==> config.mk <==
export PLATFORM = sky130hd
export DESIGN_NAME = i2c_stop_unit
export DESIGN_NICKNAME = d
export VERILOG_FILES = /design/src/verilog/i2c_stop_unit.v /design/src/verilog/baud_counter.v
export VERILOG_INCLUDE_DIRS = /design/src /design/src/shared
export SDC_FILE = /design/constraint.sdc
export NUM_CORES = 1
export LEC_CHECK = 0
export BUFFER_PORTS_ARGS = -buffer_cell sky130_fd_sc_hd__buf_2
export CAP_MARGIN = 10
export CORE_ASPECT_RATIO = 1.1
export CORE_MARGIN = 2
export CORE_UTILIZATION = 45
export CTS_CLUSTER_SIZE = 25
export DETAILED_ROUTE_END_ITERATION = 10
export PLACE_DENSITY = 0.73
export SYNTH_ARGS = -nofsm -noshare
export SYNTH_HDL_FRONTEND = slang
export SYNTH_HIERARCHICAL = 1
export SYNTH_SLANG_ARGS = --single-unit
==> constraint.sdc <==
create_clock -name aclk -period 2.7 [get_ports aclk]
set_input_delay 0.135 -clock aclk [delete_from_list [all_inputs] [get_ports aclk]]
set_output_delay 0.135 -clock aclk [all_outputs]
set_load 0.01 [all_outputs]
==> src/shared/i2c_stop_unit_consts.vh <==
// Named constants for the serial port stop-sequence and baud counter block.
// Assumes a 32-bit AXI4-Lite register bus with one 8-bit register per word.
`ifndef I2C_STOP_UNIT_CONSTS_VH
`define I2C_STOP_UNIT_CONSTS_VH

// ----------------------------------------------------------------
// Register byte offsets
// ----------------------------------------------------------------
`define OFF_RELOAD 6'h00
`define OFF_BUFFER 6'h04
`define OFF_CTRL1 6'h08
`define OFF_CTRL2 6'h0C
`define OFF_CTRL3 6'h10
`define OFF_ADDR_MASK 6'h14
`define OFF_STATUS 6'h18
`define OFF_IRQ_STAT 6'h1C
`define OFF_IRQ_MASK 6'h20

// ----------------------------------------------------------------
// Field positions and encodings
// ----------------------------------------------------------------
`define CTRL1_WCOL 7
`define CTRL1_EN 5
`define CTRL1_MODE_HI 3
`define MODE_I2C_MASTER 4'h8
`define MODE_SPI_MASTER 4'hA
`define CTRL2_STOP 2
`define STAT_STOP_SEEN 4
`define STAT_BUSY 2
`define IRQ_EVENT 0
`define IRQ_COLL 1
`define IRQ_W 2

// ----------------------------------------------------------------
// Reset values, responses and counts
// ----------------------------------------------------------------
`define REG_RESET 8'h00
`define IRQ_RESET 2'h0
`define RESP_OKAY 2'h0
`define RESP_SLVERR 2'h2
`define BURST_HALVES 5'h10
`define BAUD_PRESCALE 2

`endif

==> src/verilog/i2c_stop_unit.v <==
// Serial port master: stop sequence with collision checks, baud clock
// bursts, AXI4-Lite registers and a masked level interrupt.
// Assumes SDA and SCL are open-drain with external pull-ups, inputs
// already synchronous to aclk.
`timescale 1ns/1ps
`include "i2c_stop_unit_consts.vh"

module i2c_stop_unit
#(
	parameter PRESCALE = `BAUD_PRESCALE
)
(
	input wire aclk,
	input wire aresetn,
	input wire [5:0] s_axi_awaddr,
	input wire s_axi_awvalid,
	output wire s_axi_awready,
	input wire [31:0] s_axi_wdata,
	input wire [3:0] s_axi_wstrb,
	input wire s_axi_wvalid,
	output wire s_axi_wready,
	output reg [1:0] s_axi_bresp,
	output reg s_axi_bvalid,
	input wire s_axi_bready,
	input wire [5:0] s_axi_araddr,
	input wire s_axi_arvalid,
	output wire s_axi_arready,
	output reg [31:0] s_axi_rdata,
	output reg [1:0] s_axi_rresp,
	output reg s_axi_rvalid,
	input wire s_axi_rready,
	input wire scl_in,
	output wire scl_out,
	output wire scl_oe,
	input wire sda_in,
	output wire sda_out,
	output wire sda_oe,
	output reg spi_clk_ff,
	output wire irq
);

	localparam ST_IDLE = 3'd0;
	localparam ST_SDA_LOW = 3'd1;
	localparam ST_SCL_REL = 3'd2;
	localparam ST_SCL_HIGH = 3'd3;
	localparam ST_SDA_REL = 3'd4;
	localparam ST_STOP_WAIT = 3'd5;

	localparam SEL_RELOAD = 4'd0;
	localparam SEL_BUFFER = 4'd1;
	localparam SEL_CTRL1 = 4'd2;
	localparam SEL_CTRL2 = 4'd3;
	localparam SEL_CTRL3 = 4'd4;
	localparam SEL_MASK = 4'd5;
	localparam SEL_STATUS = 4'd6;
	localparam SEL_IRQ_STAT = 4'd7;
	localparam SEL_IRQ_MASK = 4'd8;
	localparam SEL_NONE = 4'd15;

	// Address decode shared by the read and the write path
	function [3:0] reg_sel;
		input [5:0] addr;
		begin
			case (addr)
			`OFF_RELOAD: reg_sel = SEL_RELOAD;
			`OFF_BUFFER: reg_sel = SEL_BUFFER;
			`OFF_CTRL1: reg_sel = SEL_CTRL1;
			`OFF_CTRL2: reg_sel = SEL_CTRL2;
			`OFF_CTRL3: reg_sel = SEL_CTRL3;
			`OFF_ADDR_MASK: reg_sel = SEL_MASK;
			`OFF_STATUS: reg_sel = SEL_STATUS;
			`OFF_IRQ_STAT: reg_sel = SEL_IRQ_STAT;
			`OFF_IRQ_MASK: reg_sel = SEL_IRQ_MASK;
			default: reg_sel = SEL_NONE;
			endcase
		end
	endfunction

	reg [5:0] awaddr_ff;
	reg aw_got_ff;
	reg [7:0] wdata_ff;
	reg wstrb0_ff;
	reg w_got_ff;
	reg [7:0] reload_ff;
	reg [7:0] buffer_ff;
	reg [7:0] ctrl1_ff;
	reg [7:0] ctrl2_ff;
	reg [7:0] ctrl3_ff;
	reg [7:0] addr_mask_ff;
	reg stop_seen_ff;
	reg [`IRQ_W-1:0] irq_stat_ff;
	reg [`IRQ_W-1:0] irq_mask_ff;
	reg [2:0] state_ff;
	reg [2:0] nxt_state;
	reg burst_ff;
	reg [4:0] halves_ff;
	reg coll;
	reg stop_done;
	reg stop_hit;
	reg brg_load;
	wire brg_timeout;
	wire wr_fire;
	wire [3:0] wr_sel;
	wire [3:0] mode;
	wire port_en;
	wire i2c_mode;
	wire master_mode;
	wire stop_go;
	wire buf_wr;
	wire buf_ok;
	wire brg_run;
	wire [7:0] status_val;

	// ------------------------------------------------------------
	// AXI4-Lite write and read channels
	// ------------------------------------------------------------
	assign s_axi_awready = !aw_got_ff && !s_axi_bvalid;
	assign s_axi_wready = !w_got_ff && !s_axi_bvalid;
	assign s_axi_arready = !s_axi_rvalid;
	assign wr_fire = aw_got_ff && w_got_ff && !s_axi_bvalid;
	assign wr_sel = reg_sel(awaddr_ff);

	// Address and data are latched apart so either may come first
	always @(posedge aclk)
	begin
		if (!aresetn)
		begin
			aw_got_ff <= 1'b0;
			w_got_ff <= 1'b0;
			awaddr_ff <= 6'h00;
			wdata_ff <= `REG_RESET;
			wstrb0_ff <= 1'b0;
			s_axi_bvalid <= 1'b0;
			s_axi_bresp <= `RESP_OKAY;
		end
		else
		begin
			if (s_axi_awvalid && s_axi_awready)
			begin
				aw_got_ff <= 1'b1;
				awaddr_ff <= s_axi_awaddr;
			end
			if (s_axi_wvalid && s_axi_wready)
			begin
				w_got_ff <= 1'b1;
				wdata_ff <= s_axi_wdata[7:0];
				wstrb0_ff <= s_axi_wstrb[0];
			end
			if (wr_fire)
			begin
				aw_got_ff <= 1'b0;
				w_got_ff <= 1'b0;
				s_axi_bvalid <= 1'b1;
				s_axi_bresp <= (wr_sel == SEL_NONE) ? `RESP_SLVERR
					: `RESP_OKAY;
			end
			else if (s_axi_bvalid && s_axi_bready)
				s_axi_bvalid <= 1'b0;
		end
	end

	assign status_val = {3'b000, stop_seen_ff, 1'b0,
		burst_ff || (state_ff != ST_IDLE), 2'b00};

	// Read data is registered in the cycle the address is taken
	always @(posedge aclk)
	begin
		if (!aresetn)
		begin
			s_axi_rvalid <= 1'b0;
			s_axi_rdata <= 32'h0000_0000;
			s_axi_rresp <= `RESP_OKAY;
		end
		else if (s_axi_arvalid && s_axi_arready)
		begin
			s_axi_rvalid <= 1'b1;
			s_axi_rresp <= `RESP_OKAY;
			case (reg_sel(s_axi_araddr))
			SEL_RELOAD: s_axi_rdata <= {24'h000000, reload_ff};
			SEL_BUFFER: s_axi_rdata <= {24'h000000, buffer_ff};
			SEL_CTRL1: s_axi_rdata <= {24'h000000, ctrl1_ff};
			SEL_CTRL2: s_axi_rdata <= {24'h000000, ctrl2_ff};
			SEL_CTRL3: s_axi_rdata <= {24'h000000, ctrl3_ff};
			SEL_MASK: s_axi_rdata <= {24'h000000, addr_mask_ff};
			SEL_STATUS: s_axi_rdata <= {24'h000000, status_val};
			SEL_IRQ_STAT: s_axi_rdata <= {30'h0, irq_stat_ff};
			SEL_IRQ_MASK: s_axi_rdata <= {30'h0, irq_mask_ff};
			default:
			begin
				s_axi_rdata <= 32'h0000_0000;
				s_axi_rresp <= `RESP_SLVERR;
			end
			endcase
		end
		else if (s_axi_rvalid && s_axi_rready)
			s_axi_rvalid <= 1'b0;
	end

	// ------------------------------------------------------------
	// Mode decode and start conditions
	// ------------------------------------------------------------
	assign mode = ctrl1_ff[`CTRL1_MODE_HI:0];
	assign port_en = ctrl1_ff[`CTRL1_EN];
	assign i2c_mode = (mode == `MODE_I2C_MASTER);
	assign master_mode = i2c_mode || (mode == `MODE_SPI_MASTER);
	assign stop_go = port_en && i2c_mode && ctrl2_ff[`CTRL2_STOP]
		&& !burst_ff;
	assign buf_wr = wr_fire && wstrb0_ff && (wr_sel == SEL_BUFFER);
	// A buffer write is refused while a sequence or a burst is running
	assign buf_ok = port_en && master_mode && !burst_ff
		&& (state_ff == ST_IDLE) && !stop_go;

	// ------------------------------------------------------------
	// Stop sequence state machine
	// ------------------------------------------------------------
	always @*
	begin
		nxt_state = state_ff;
		coll = 1'b0;
		stop_done = 1'b0;
		stop_hit = 1'b0;
		brg_load = 1'b0;
		case (state_ff)
		ST_IDLE:
			if (stop_go)
				nxt_state = ST_SDA_LOW;
		ST_SDA_LOW:
			if (!sda_in)
				nxt_state = ST_SCL_REL;
		ST_SCL_REL:
			if (scl_in)
			begin
				nxt_state = ST_SCL_HIGH;
				brg_load = 1'b1;
			end
		ST_SCL_HIGH:
			if (!scl_in)
				coll = 1'b1;
			else if (brg_timeout)
			begin
				nxt_state = ST_SDA_REL;
				brg_load = 1'b1;
			end
		ST_SDA_REL:
			if (!scl_in && !sda_in)
				coll = 1'b1;
			else if (brg_timeout)
			begin
				if (!sda_in)
					coll = 1'b1;
				else
				begin
					stop_hit = 1'b1;
					nxt_state = ST_STOP_WAIT;
					brg_load = 1'b1;
				end
			end
		ST_STOP_WAIT:
			if (brg_timeout)
			begin
				stop_done = 1'b1;
				nxt_state = ST_IDLE;
			end
		default:
			nxt_state = ST_IDLE;
		endcase
		if (coll)
			nxt_state = ST_IDLE;
		if (!port_en)
			nxt_state = ST_IDLE;
	end

	always @(posedge aclk)
	begin
		if (!aresetn)
			state_ff <= ST_IDLE;
		else
			state_ff <= nxt_state;
	end

	// Open drain: only ever pull low, release lets the line float
	assign sda_out = 1'b0;
	assign scl_out = 1'b0;
	assign sda_oe = (state_ff == ST_SDA_LOW) || (state_ff == ST_SCL_REL)
		|| (state_ff == ST_SCL_HIGH);
	assign scl_oe = (state_ff == ST_SDA_LOW)
		|| (burst_ff && i2c_mode && !spi_clk_ff)
		|| (!burst_ff && i2c_mode && port_en && !spi_clk_ff);

	// ------------------------------------------------------------
	// Baud counter and clock bursts
	// ------------------------------------------------------------
	assign brg_run = burst_ff || (state_ff == ST_SCL_HIGH)
		|| (state_ff == ST_SDA_REL) || (state_ff == ST_STOP_WAIT);

	baud_counter #(.PRESCALE(PRESCALE)) u_baud_counter
	(
		.aclk(aclk),
		.aresetn(aresetn),
		.load(brg_load || (buf_wr && buf_ok)),
		.run(brg_run),
		.reload_value(reload_ff),
		.timeout_ff(brg_timeout)
	);

	// Each timeout is one half period; the level holds once stopped
	always @(posedge aclk)
	begin
		if (!aresetn)
		begin
			burst_ff <= 1'b0;
			halves_ff <= 5'h00;
			spi_clk_ff <= 1'b1;
		end
		else if (!port_en)
		begin
			burst_ff <= 1'b0;
			halves_ff <= 5'h00;
		end
		else if (buf_wr && buf_ok)
		begin
			burst_ff <= 1'b1;
			halves_ff <= `BURST_HALVES;
		end
		else if (burst_ff && brg_timeout)
		begin
			spi_clk_ff <= !spi_clk_ff;
			halves_ff <= halves_ff - 5'h01;
			if (halves_ff == 5'h01)
				burst_ff <= 1'b0;
		end
	end

	// ------------------------------------------------------------
	// Control and status registers
	// ------------------------------------------------------------
	// Hardware sets of the write-collision flag win over a clear
	always @(posedge aclk)
	begin
		if (!aresetn)
		begin
			reload_ff <= `REG_RESET;
			buffer_ff <= `REG_RESET;
			ctrl1_ff <= `REG_RESET;
			ctrl2_ff <= `REG_RESET;
			ctrl3_ff <= `REG_RESET;
			addr_mask_ff <= `REG_RESET;
			stop_seen_ff <= 1'b0;
		end
		else
		begin
			if (wr_fire && wstrb0_ff)
			begin
				case (wr_sel)
				SEL_RELOAD: reload_ff <= wdata_ff;
				SEL_CTRL1: ctrl1_ff <= {wdata_ff[`CTRL1_WCOL]
					& ctrl1_ff[`CTRL1_WCOL], wdata_ff[6:0]};
				SEL_CTRL2: ctrl2_ff <= wdata_ff;
				SEL_CTRL3: ctrl3_ff <= wdata_ff;
				SEL_MASK: addr_mask_ff <= wdata_ff;
				default: ;
				endcase
			end
			if (buf_wr && buf_ok)
				buffer_ff <= wdata_ff;
			if (buf_wr && !buf_ok)
				ctrl1_ff[`CTRL1_WCOL] <= 1'b1;
			if (coll || stop_done || (!port_en && state_ff != ST_IDLE))
				ctrl2_ff[`CTRL2_STOP] <= 1'b0;
			if (stop_hit)
				stop_seen_ff <= 1'b1;
			else if (!port_en)
				stop_seen_ff <= 1'b0;
		end
	end

	// ------------------------------------------------------------
	// Interrupt status and mask
	// ------------------------------------------------------------
	always @(posedge aclk)
	begin
		if (!aresetn)
		begin
			irq_stat_ff <= `IRQ_RESET;
			irq_mask_ff <= `IRQ_RESET;
		end
		else
		begin
			if (wr_fire && wstrb0_ff && wr_sel == SEL_IRQ_STAT)
				irq_stat_ff <= irq_stat_ff & ~wdata_ff[`IRQ_W-1:0];
			if (wr_fire && wstrb0_ff && wr_sel == SEL_IRQ_MASK)
				irq_mask_ff <= wdata_ff[`IRQ_W-1:0];
			if (stop_done)
				irq_stat_ff[`IRQ_EVENT] <= 1'b1;
			if (coll)
				irq_stat_ff[`IRQ_COLL] <= 1'b1;
		end
	end

	assign irq = |(irq_stat_ff & irq_mask_ff);

endmodule // i2c_stop_unit

==> src/verilog/baud_counter.v <==
// Reloadable down-counter that times every serial clock half period.
// Assumes load and run come from the owning controller's registers.
`timescale 1ns/1ps
`include "i2c_stop_unit_consts.vh"

module baud_counter
#(
	parameter PRESCALE = `BAUD_PRESCALE
)
(
	input wire aclk,
	input wire aresetn,
	input wire load,
	input wire run,
	input wire [7:0] reload_value,
	output reg timeout_ff
);

	reg [7:0] count_ff;
	reg [7:0] pre_ff;
	wire tick;

	// ------------------------------------------------------------
	// Prescaler and count
	// ------------------------------------------------------------
	assign tick = (pre_ff == PRESCALE[7:0] - 8'h01);

	// Reload twice per serial period: once at each timeout
	always @(posedge aclk)
	begin
		if (!aresetn)
		begin
			count_ff <= 8'h00;
			pre_ff <= 8'h00;
			timeout_ff <= 1'b0;
		end
		else if (load)
		begin
			count_ff <= reload_value;
			pre_ff <= 8'h00;
			timeout_ff <= 1'b0;
		end
		else if (run)
		begin
			pre_ff <= tick ? 8'h00 : pre_ff + 8'h01;
			timeout_ff <= tick && (count_ff == 8'h00);
			if (tick)
				count_ff <= (count_ff == 8'h00) ? reload_value
					: count_ff - 8'h01;
		end
		else
			timeout_ff <= 1'b0; // Stopped: counter holds its value
	end

endmodule // baud_counter

==> results of run 1 <==
## report_power, final
part           total, mW  internal [mW]  switching (mW)
Combinational      0.207         0.0863           0.121
Sequential          1.67           1.63          0.0390
Clock               1.24          0.652           0.585
Total               3.11           2.37           0.745
## cells in the final DEF, fill, tap and decap left out, drive strengths merged, types with 11 or more instances in the layout
master,n
a21oi,22
buf,63
clkbuf,11
conb,28
dfxtp,109
inv,15
mux2i,73
nand2,33
nand3,20
nor2,34
nor2b,58
nor3,11
o21ai,35
## cell families (layout without fill, tap and decap cells)
logic type | Yosys count | count (layout) | share of synthesized area, %
fa+ha+maj | 6 | 6 | 1.36
compound gates | 102 | 102 | 11.7
buf+inv | 79 | 94 | 7.52
other cells | 1 | 28 | 0.0679
flops | 109 | 109 | 39.5
xor+xnor | 12 | 12 | 1.90
simple gates | 211 | 211 | 22.8
mux | 78 | 78 | 15.3
## layout make-up
cell class | count | area, µm²
clock buffers | 11 | 243
repair buffers | 63 | 353
clock inverters | 5 | 36.3
well taps | 154 | 193
fillers | 1113 | 5940
multi-input cells | 437 | 3040
inverters | 15 | 56.3
flip-flops and latches | 109 | 2180
## worst max-delay path: stages (launching register included)
cell and delay, ns:
dfxtp_1 0.42, and3b_1 0.22, and3_1 0.25, nand3b_1 0.15
o311ai_0 0.19, a21oi_1 0.46, nand2_1 0.30, a211oi_1 0.28
## state kept, by name, indices dropped and copies added (netlist names), 2 cells and up
register                 flops
addr_mask_ff                 8
buffer_ff                    8
ctrl1_ff                     8
ctrl2_ff                     8
ctrl3_ff                     8
reload_ff                    8
s_axi_rdata                  8
u_baud_counter/count_ff      8
u_baud_counter/pre_ff        8
wdata_ff                     8
awaddr_ff                    6
halves_ff                    5
state_ff                     3
irq_mask_ff                  2
irq_stat_ff                  2
## path summary, 6_finish.rpt
kind	end	slack (ns)	cells after the start
setup / recovery	u_baud_counter/pre_ff[1]	0.33	7
hold / removal	s_axi_rvalid	0.04	2
setup reg to reg	u_baud_counter/pre_ff[1]	0.33	7
hold reg to reg	s_axi_rdata[7]	0.45	2
## layer usage
metal | share of wire, % | GRT usage, %
met4 | 2.3 | 7.04
met3 | 4.5 | 4.10
met2 | 50 | 33.4
met1 | 43 | 24.9
met5 | 0 | 0
## through the flow
stage | area [µm²] | setup WS (ns) | instances
final | 6100 | 0.332 | 794
after global routing | 6100 | 0.142 | 794
after CTS | 6100 | 0.333 | 794
after detailed placement | 5820 | 0.358 | 778
after global placement | 5820 | 0.388 | 778
after floorplan | 5630 | 0.217 | 625
==> impl.org, run 1 <==
** Outcome
- Status :: finished clean

** Global routing
- Wire length of the first global-routing pass :: 20.6 mm
- Entering global routing, the biggest net connects 45 pins.
- Overall routing resource usage :: 19.8%
- The initial antenna violation count was 0.
- Global routing finished with a remaining overflow of 0.
- Number of global-route vias before repair :: 4140

** Power
- Power spread over the standard cell area amounts to 510 nW/µm².
- Worst VDD drop :: 0.326 mV
- Total power of the final layout :: 3.11 mW
- Summed over all cells, the static leakage comes to 2.27 nW.

** Detailed routing
- In the routed layout, each cell is associated on average with a via count of 5.49.
- For this block, the initial DRC count from the detailed router was 305.
- Total wire length after detailed routing :: 12.4 mm
- Post-DRT Antenna Nets :: 0
- Total number of vias :: 4358
- After detailed routing, the average wire length per cell comes to 15.6 µm.
- DRT Pass-1 Iters :: 5
- DRC violations left :: 0

** Layout
- 0 antenna diodes ended up in the layout.
- In the final design database the tool counted 698 nets.
- Compared with the post-synthesis result, the final layout area differs by 10.3%.
- At the end of the flow the core is filled with cells to 50.7%.
- The post-route netlist has 15.8% of its cells at a drive strength greater than 1.

** Synthesis
- Sequential cell area fraction in the yosys report :: 39.5%
- Ys async rst share :: 0%
- Area fraction of the dominant cell type after synthesis :: 39.5%
- Counting every instance in the synthesized netlist gives 598.
- Of all cell types, the one taking the most synthesized area is dfxtp_1.
- Avg Inst Size Synth :: 9.24 µm²
- The synthesized netlist contains 64 unique library cells.
- By count the netlist is led by 109 x dfxtp_1, 73 x mux2i_1, 58 x nor2b_1.
- Most common cell in the netlist :: dfxtp_1
- Count of yosys warnings during synthesis :: 6
- Count of state elements after synthesis :: 109
- Summing every instance area after synthesis gives 5530 µm².
- In the post-synthesis netlist, the biggest area contributors are dfxtp_1 39%, mux2i_1 13%, nor2b_1 6.6%.
- EDFF count, synth :: 0
- The most used flip-flop cell after synthesis is dfxtp_1.

** Timing
- Setup repair after global routing left no endpoint under its margin.
- Max-slew violation count :: 0
- Slew of the pin with the lowest slew margin :: 0.944 ns
- Portion of the clock cycle consumed by the worst path in the final layout :: 87.7%
- The routed design could run at a clock period as short as 2.37 ns.
- Across all hold checks on the routed design, the worst slack comes to 0.0379 ns.
- Summed over all failing endpoints, the final setup total negative slack is 0 ns.
- The hold violation total from the final report came to 0.
- Highest Clock Rate :: 422 MHz
- Clock skew on the completed layout was measured at 0.00721 ns.
- Final setup fails :: 0
- In this run the tightest slew margin relative to its limit is 36.8%.

** Clocking
- CTS placed an instance of clkbuf_16 at the clock tree root.
- Post-CTS Setup Inserts :: 0
- Num CTS Buffers :: 9
- After clock tree synthesis, the clock-pin slew on the worst setup and hold paths is 0.07 ns.
- H-tree depth :: 3
- For this design, the CTS-stage hold fixing added 0 buffers.
- The clock reaches the later pin of the worst-skew pair after 0.34 ns.
- TritonCTS built the clock tree.
- Sink Count :: 109
- Gates resized during post-CTS repair numbered 0.
- In this run the deepest clock path goes through 2 buffers.

** Floorplan
- The core region is 12000 µm².
- Horizontal die dimension :: 110 µm
- The die covers 13200 µm².
- From bottom edge to top edge, the die measures 120 µm.
- The initial utilization of the core area, before any placement, comes to 45.9%.
- For this design the top-level I/O count stands at 104.
- Number of standard-cell rows in the floorplan :: 42

** Critical path
- Critical Path Start :: s_axi_bvalid
- Required time at the worst-slack endpoint :: 2.96 ns
- Along the worst path, the maximum fanout reaches 8.
- Startpoint kind of the worst setup timing path :: flop
- Data arrives at the worst endpoint at 2.63 ns.
- The startpoint identified for the worst register-to-register timing path is s_axi_bvalid.
- STA classifies the critical path endpoint as a flop.
- Class of the most critical setup path :: reg -> reg

** Min path
- The path class of the tightest hold or removal check is in -> reg.
- The startpoint identified for the worst hold timing path is s_axi_arvalid.

** Placement
- Port-buffer cells :: 48
- Summed over all nets, the half-perimeter wirelength after detailed placement is 8.97 mm.
- The congestion estimate from routability-driven global placement came to 0.820.

** Flow run
- Max-Cap Viols :: 0
Note: power is estimated with default switching activity, not from simulation.
==> run 2, diff against run 1 <==
Settings changed: RECOVER_POWER set to 100.
==> run 2 against run 1 <==
  * The flow now finishes with violations (max-capacitance violations, max-slew violations)
  * Setup slack got worse by 0.012 ns
  * Clock skew about the same
  * Critical path depth increased by 1
  * Final cell count unchanged
  * Global-route usage unchanged
  * Maximum frequency decreased by 0.51%
  * Register-to-register slack about the same
  * Count of clock-buffer cells in the layout unchanged
  * Sequential share of layout area increased by 0.60 points
  * Via count about the same
  * Wire length increased by 0.51%
  * Die area unchanged
==> impl.org, run 2 (synthesis gave the netlist of run 1 again) <==
** Detailed routing
- The ratio of routed vias to standard cells was 5.48 (about the same).
- The final wirelength was 12.5 mm (+0.51%).
- DRC violations left :: 0 (unchanged)
- The average detailed-routed wire length per instance was 15.7 µm (+0.51%).
- The number of search-and-repair iterations in the first detailed-routing pass was 5 (unchanged).
- Total number of vias :: 4355 (-0.069%)
- Post-DRT Antenna Nets :: 0 (unchanged)
- The initial DRC count came to 273 (-10%).

** Timing
- The max-slew violation count is 10 (+10).
- The number of setup violations in the final report is 0 (unchanged).
- Unrepaired setup endpoints after global routing :: no
- The setup TNS was 0 ns (unchanged).
- The relative slew slack was -16.6% (-53 points).
- Portion of the clock cycle consumed by the worst path in the final layout :: 88.1% (+0.45 points)
- The worst hold slack is 0.0352 ns (-0.00273 ns).
- Final hold violation count :: 0 (unchanged)
- The time the final worst path needs with I/O delays and setup came to 2.38 ns (+0.0121 ns).
- Worst Skew :: 0.00687 ns (-0.000343 ns)
- Slew of the pin with the lowest slew margin :: 1.74 ns (+0.801 ns)
- Crit path setup slack, layout :: 0.320 ns (-0.0121 ns)
- Highest Clock Rate :: 420 MHz (-0.51%)

** Clocking
- Num CTS Buffers :: 9 (unchanged)
- Maximum buffer depth of the clock tree :: 2 (unchanged)
- Clock insertion delay at the later pin of the skew report :: 0.34 ns (about the same)
- TritonCTS built the clock tree.
- Post-CTS Setup Inserts :: 0 (unchanged)
- Hold Buf Count CTS :: 0 (unchanged)
- Sink Count :: 109 (unchanged)
- The clock-pin slew reported for the worst setup and hold paths after clock tree synthesis is 0.07 ns (about the same).
- H-tree depth :: 3 (unchanged)
- The post-cts repair resize count is 0 (unchanged).
- The tree is rooted in a clkbuf_16.

** Power
- The maximum vdd drop is 0.325 mV (-0.19%).
- Power per standard cell area :: 519 nW/µm² (+1.6%)
- Static leakage :: 2.12 nW (-6.6%)

** Global routing
- The global-route total usage across every layer was 19.8% (unchanged).
- Remaining global-route overflow :: 0 (unchanged)
- The pin count of the biggest net entering global routing is 45 (unchanged).
- The initial antenna violation count came to 0 (unchanged).
- Wire length of the first global-routing pass :: 20.6 mm (unchanged)
- Number of global-route vias before repair :: 4140 (unchanged)

** Floorplan
- The die area was 13200 µm² (unchanged).
- Placeable Area :: 12000 µm² (unchanged)
- Effective utilization at floorplan :: 45.9% (unchanged)
- The floorplan row count came to 42 (unchanged).
- Ports placed on the boundary :: 104 (unchanged)
- Die boundary height :: 120 µm (unchanged)
- Horizontal die dimension :: 110 µm (unchanged)

** Critical path
- Cells along the critical path :: buf_4 > inv_1 > or2_2 > nand3b_1 > nor4b_4 > nand2_1 > o41a_1 > a211oi_1
- The maximum net fanout on the critical path was 11 (+3).
- Critical Path AT :: 2.64 ns (about the same)
- Required time at the worst-slack endpoint :: 2.96 ns (about the same)
- The total buffers and inverters traversed by the critical path was 2 (+2).
- Startpoint kind of the worst setup timing path :: flop
- Gate family responsible for the most delay along the worst path :: simple AND/OR/NAND/NOR gates
- Element type at the critical path end :: flop
- Delay of the slowest critical-path stage :: 0.44 ns (-0.02 ns)
- Class of the most critical setup path :: reg -> reg
- The slowest stage of the critical path is the o41a_1 cell.

** Layout
- The antenna diode count was 0 (unchanged).
- The combined flip-flop and latch cell area was 2180 µm² (unchanged).
- Most common library cell in the layout ignoring fill and taps :: dfxtp_1
- Area occupied by multi-input gates :: 2980 µm² (-1.8%)
- Number of nets in the layout :: 698 (unchanged)
- Synthesis-to-layout area growth :: 8.54%
- Highest-count cells in the layout ignoring fill and taps :: 109 x dfxtp_1, 73 x mux2i_1, 58 x nor2b_1, 35 x o21ai_0, 34 x nor2_1
- The final design utilization was 49.8% (-0.83 points).
- The filler cell count came to 1141 (+2.5%).
- Fraction of layout cells with a size suffix above 1 :: 10.8% (-5.0 points)

** Outcome
- Failing checks :: max-capacitance violations, max-slew violations
- The flow ran to the end, but the final reports show violations.

** Placement
- Pre-CTS setup slack :: 0.358 ns (unchanged)
- Detail Placement HPWL :: 8.97 mm (unchanged)
- The placer's final routability congestion estimate is 0.820 (unchanged).
- The count of buffers from port buffering is 48 (unchanged).

** Min path
- The path class of the tightest hold or removal check is in -> reg.

** Flow run
- The number of maximum-capacitance violations was 1 (+1).
-- run 2: final timing paths --
kind / from / endpoint / slack [ns] / depth (start not counted)
worst max-delay path: state_ff[1] / u_baud_counter/count_ff[7] / 0.32 / 8
worst min-delay path: s_axi_arvalid / s_axi_rvalid / 0.04 / 2
worst max register to register: state_ff[1] / u_baud_counter/count_ff[7] / 0.32 / 8
worst min register to register: s_axi_rdata[7] / s_axi_rdata[7] / 0.46 / 2
-- run 2: metal layers --
metal | up-vias | routed length, µm | GRT usage (%)
met1 | 2079 | 5370 | 24.9
met2 | 131 | 6220 | 33.4
met5 | - | 0 | 0
li1 | 2128 | - | -
met4 | 0 | 248 | 7.04
met3 | 17 | 616 | 4.10
-- run 2: layout make-up --
cell class                 count  share of cell area, %
clock buffer                  11                   4.05
clock inverter                 5                  0.605
inverter                      15                  0.939
multi-input combinational    437                   49.7
sequential                   109                   36.4
tap                          154                   3.21
timing repair buffer          63                   5.13
-- run 2: power breakdown --
group / total (mW) / switching [mW] / internal, mW
Clock: 1.24 / 0.591 / 0.652
Sequential: 1.67 / 0.0384 / 1.63
Combinational: 0.201 / 0.119 / 0.0821
-- run 2: stage by stage --
step                      power, mW  cells  cell area, µm²
after floorplan                1.87    625            5630
after global placement         1.91    778            5820
after detailed placement       1.91    778            5820
after CTS                      3.14    794            6100
after global routing           3.23    794            6000
final                          3.11    794            6000
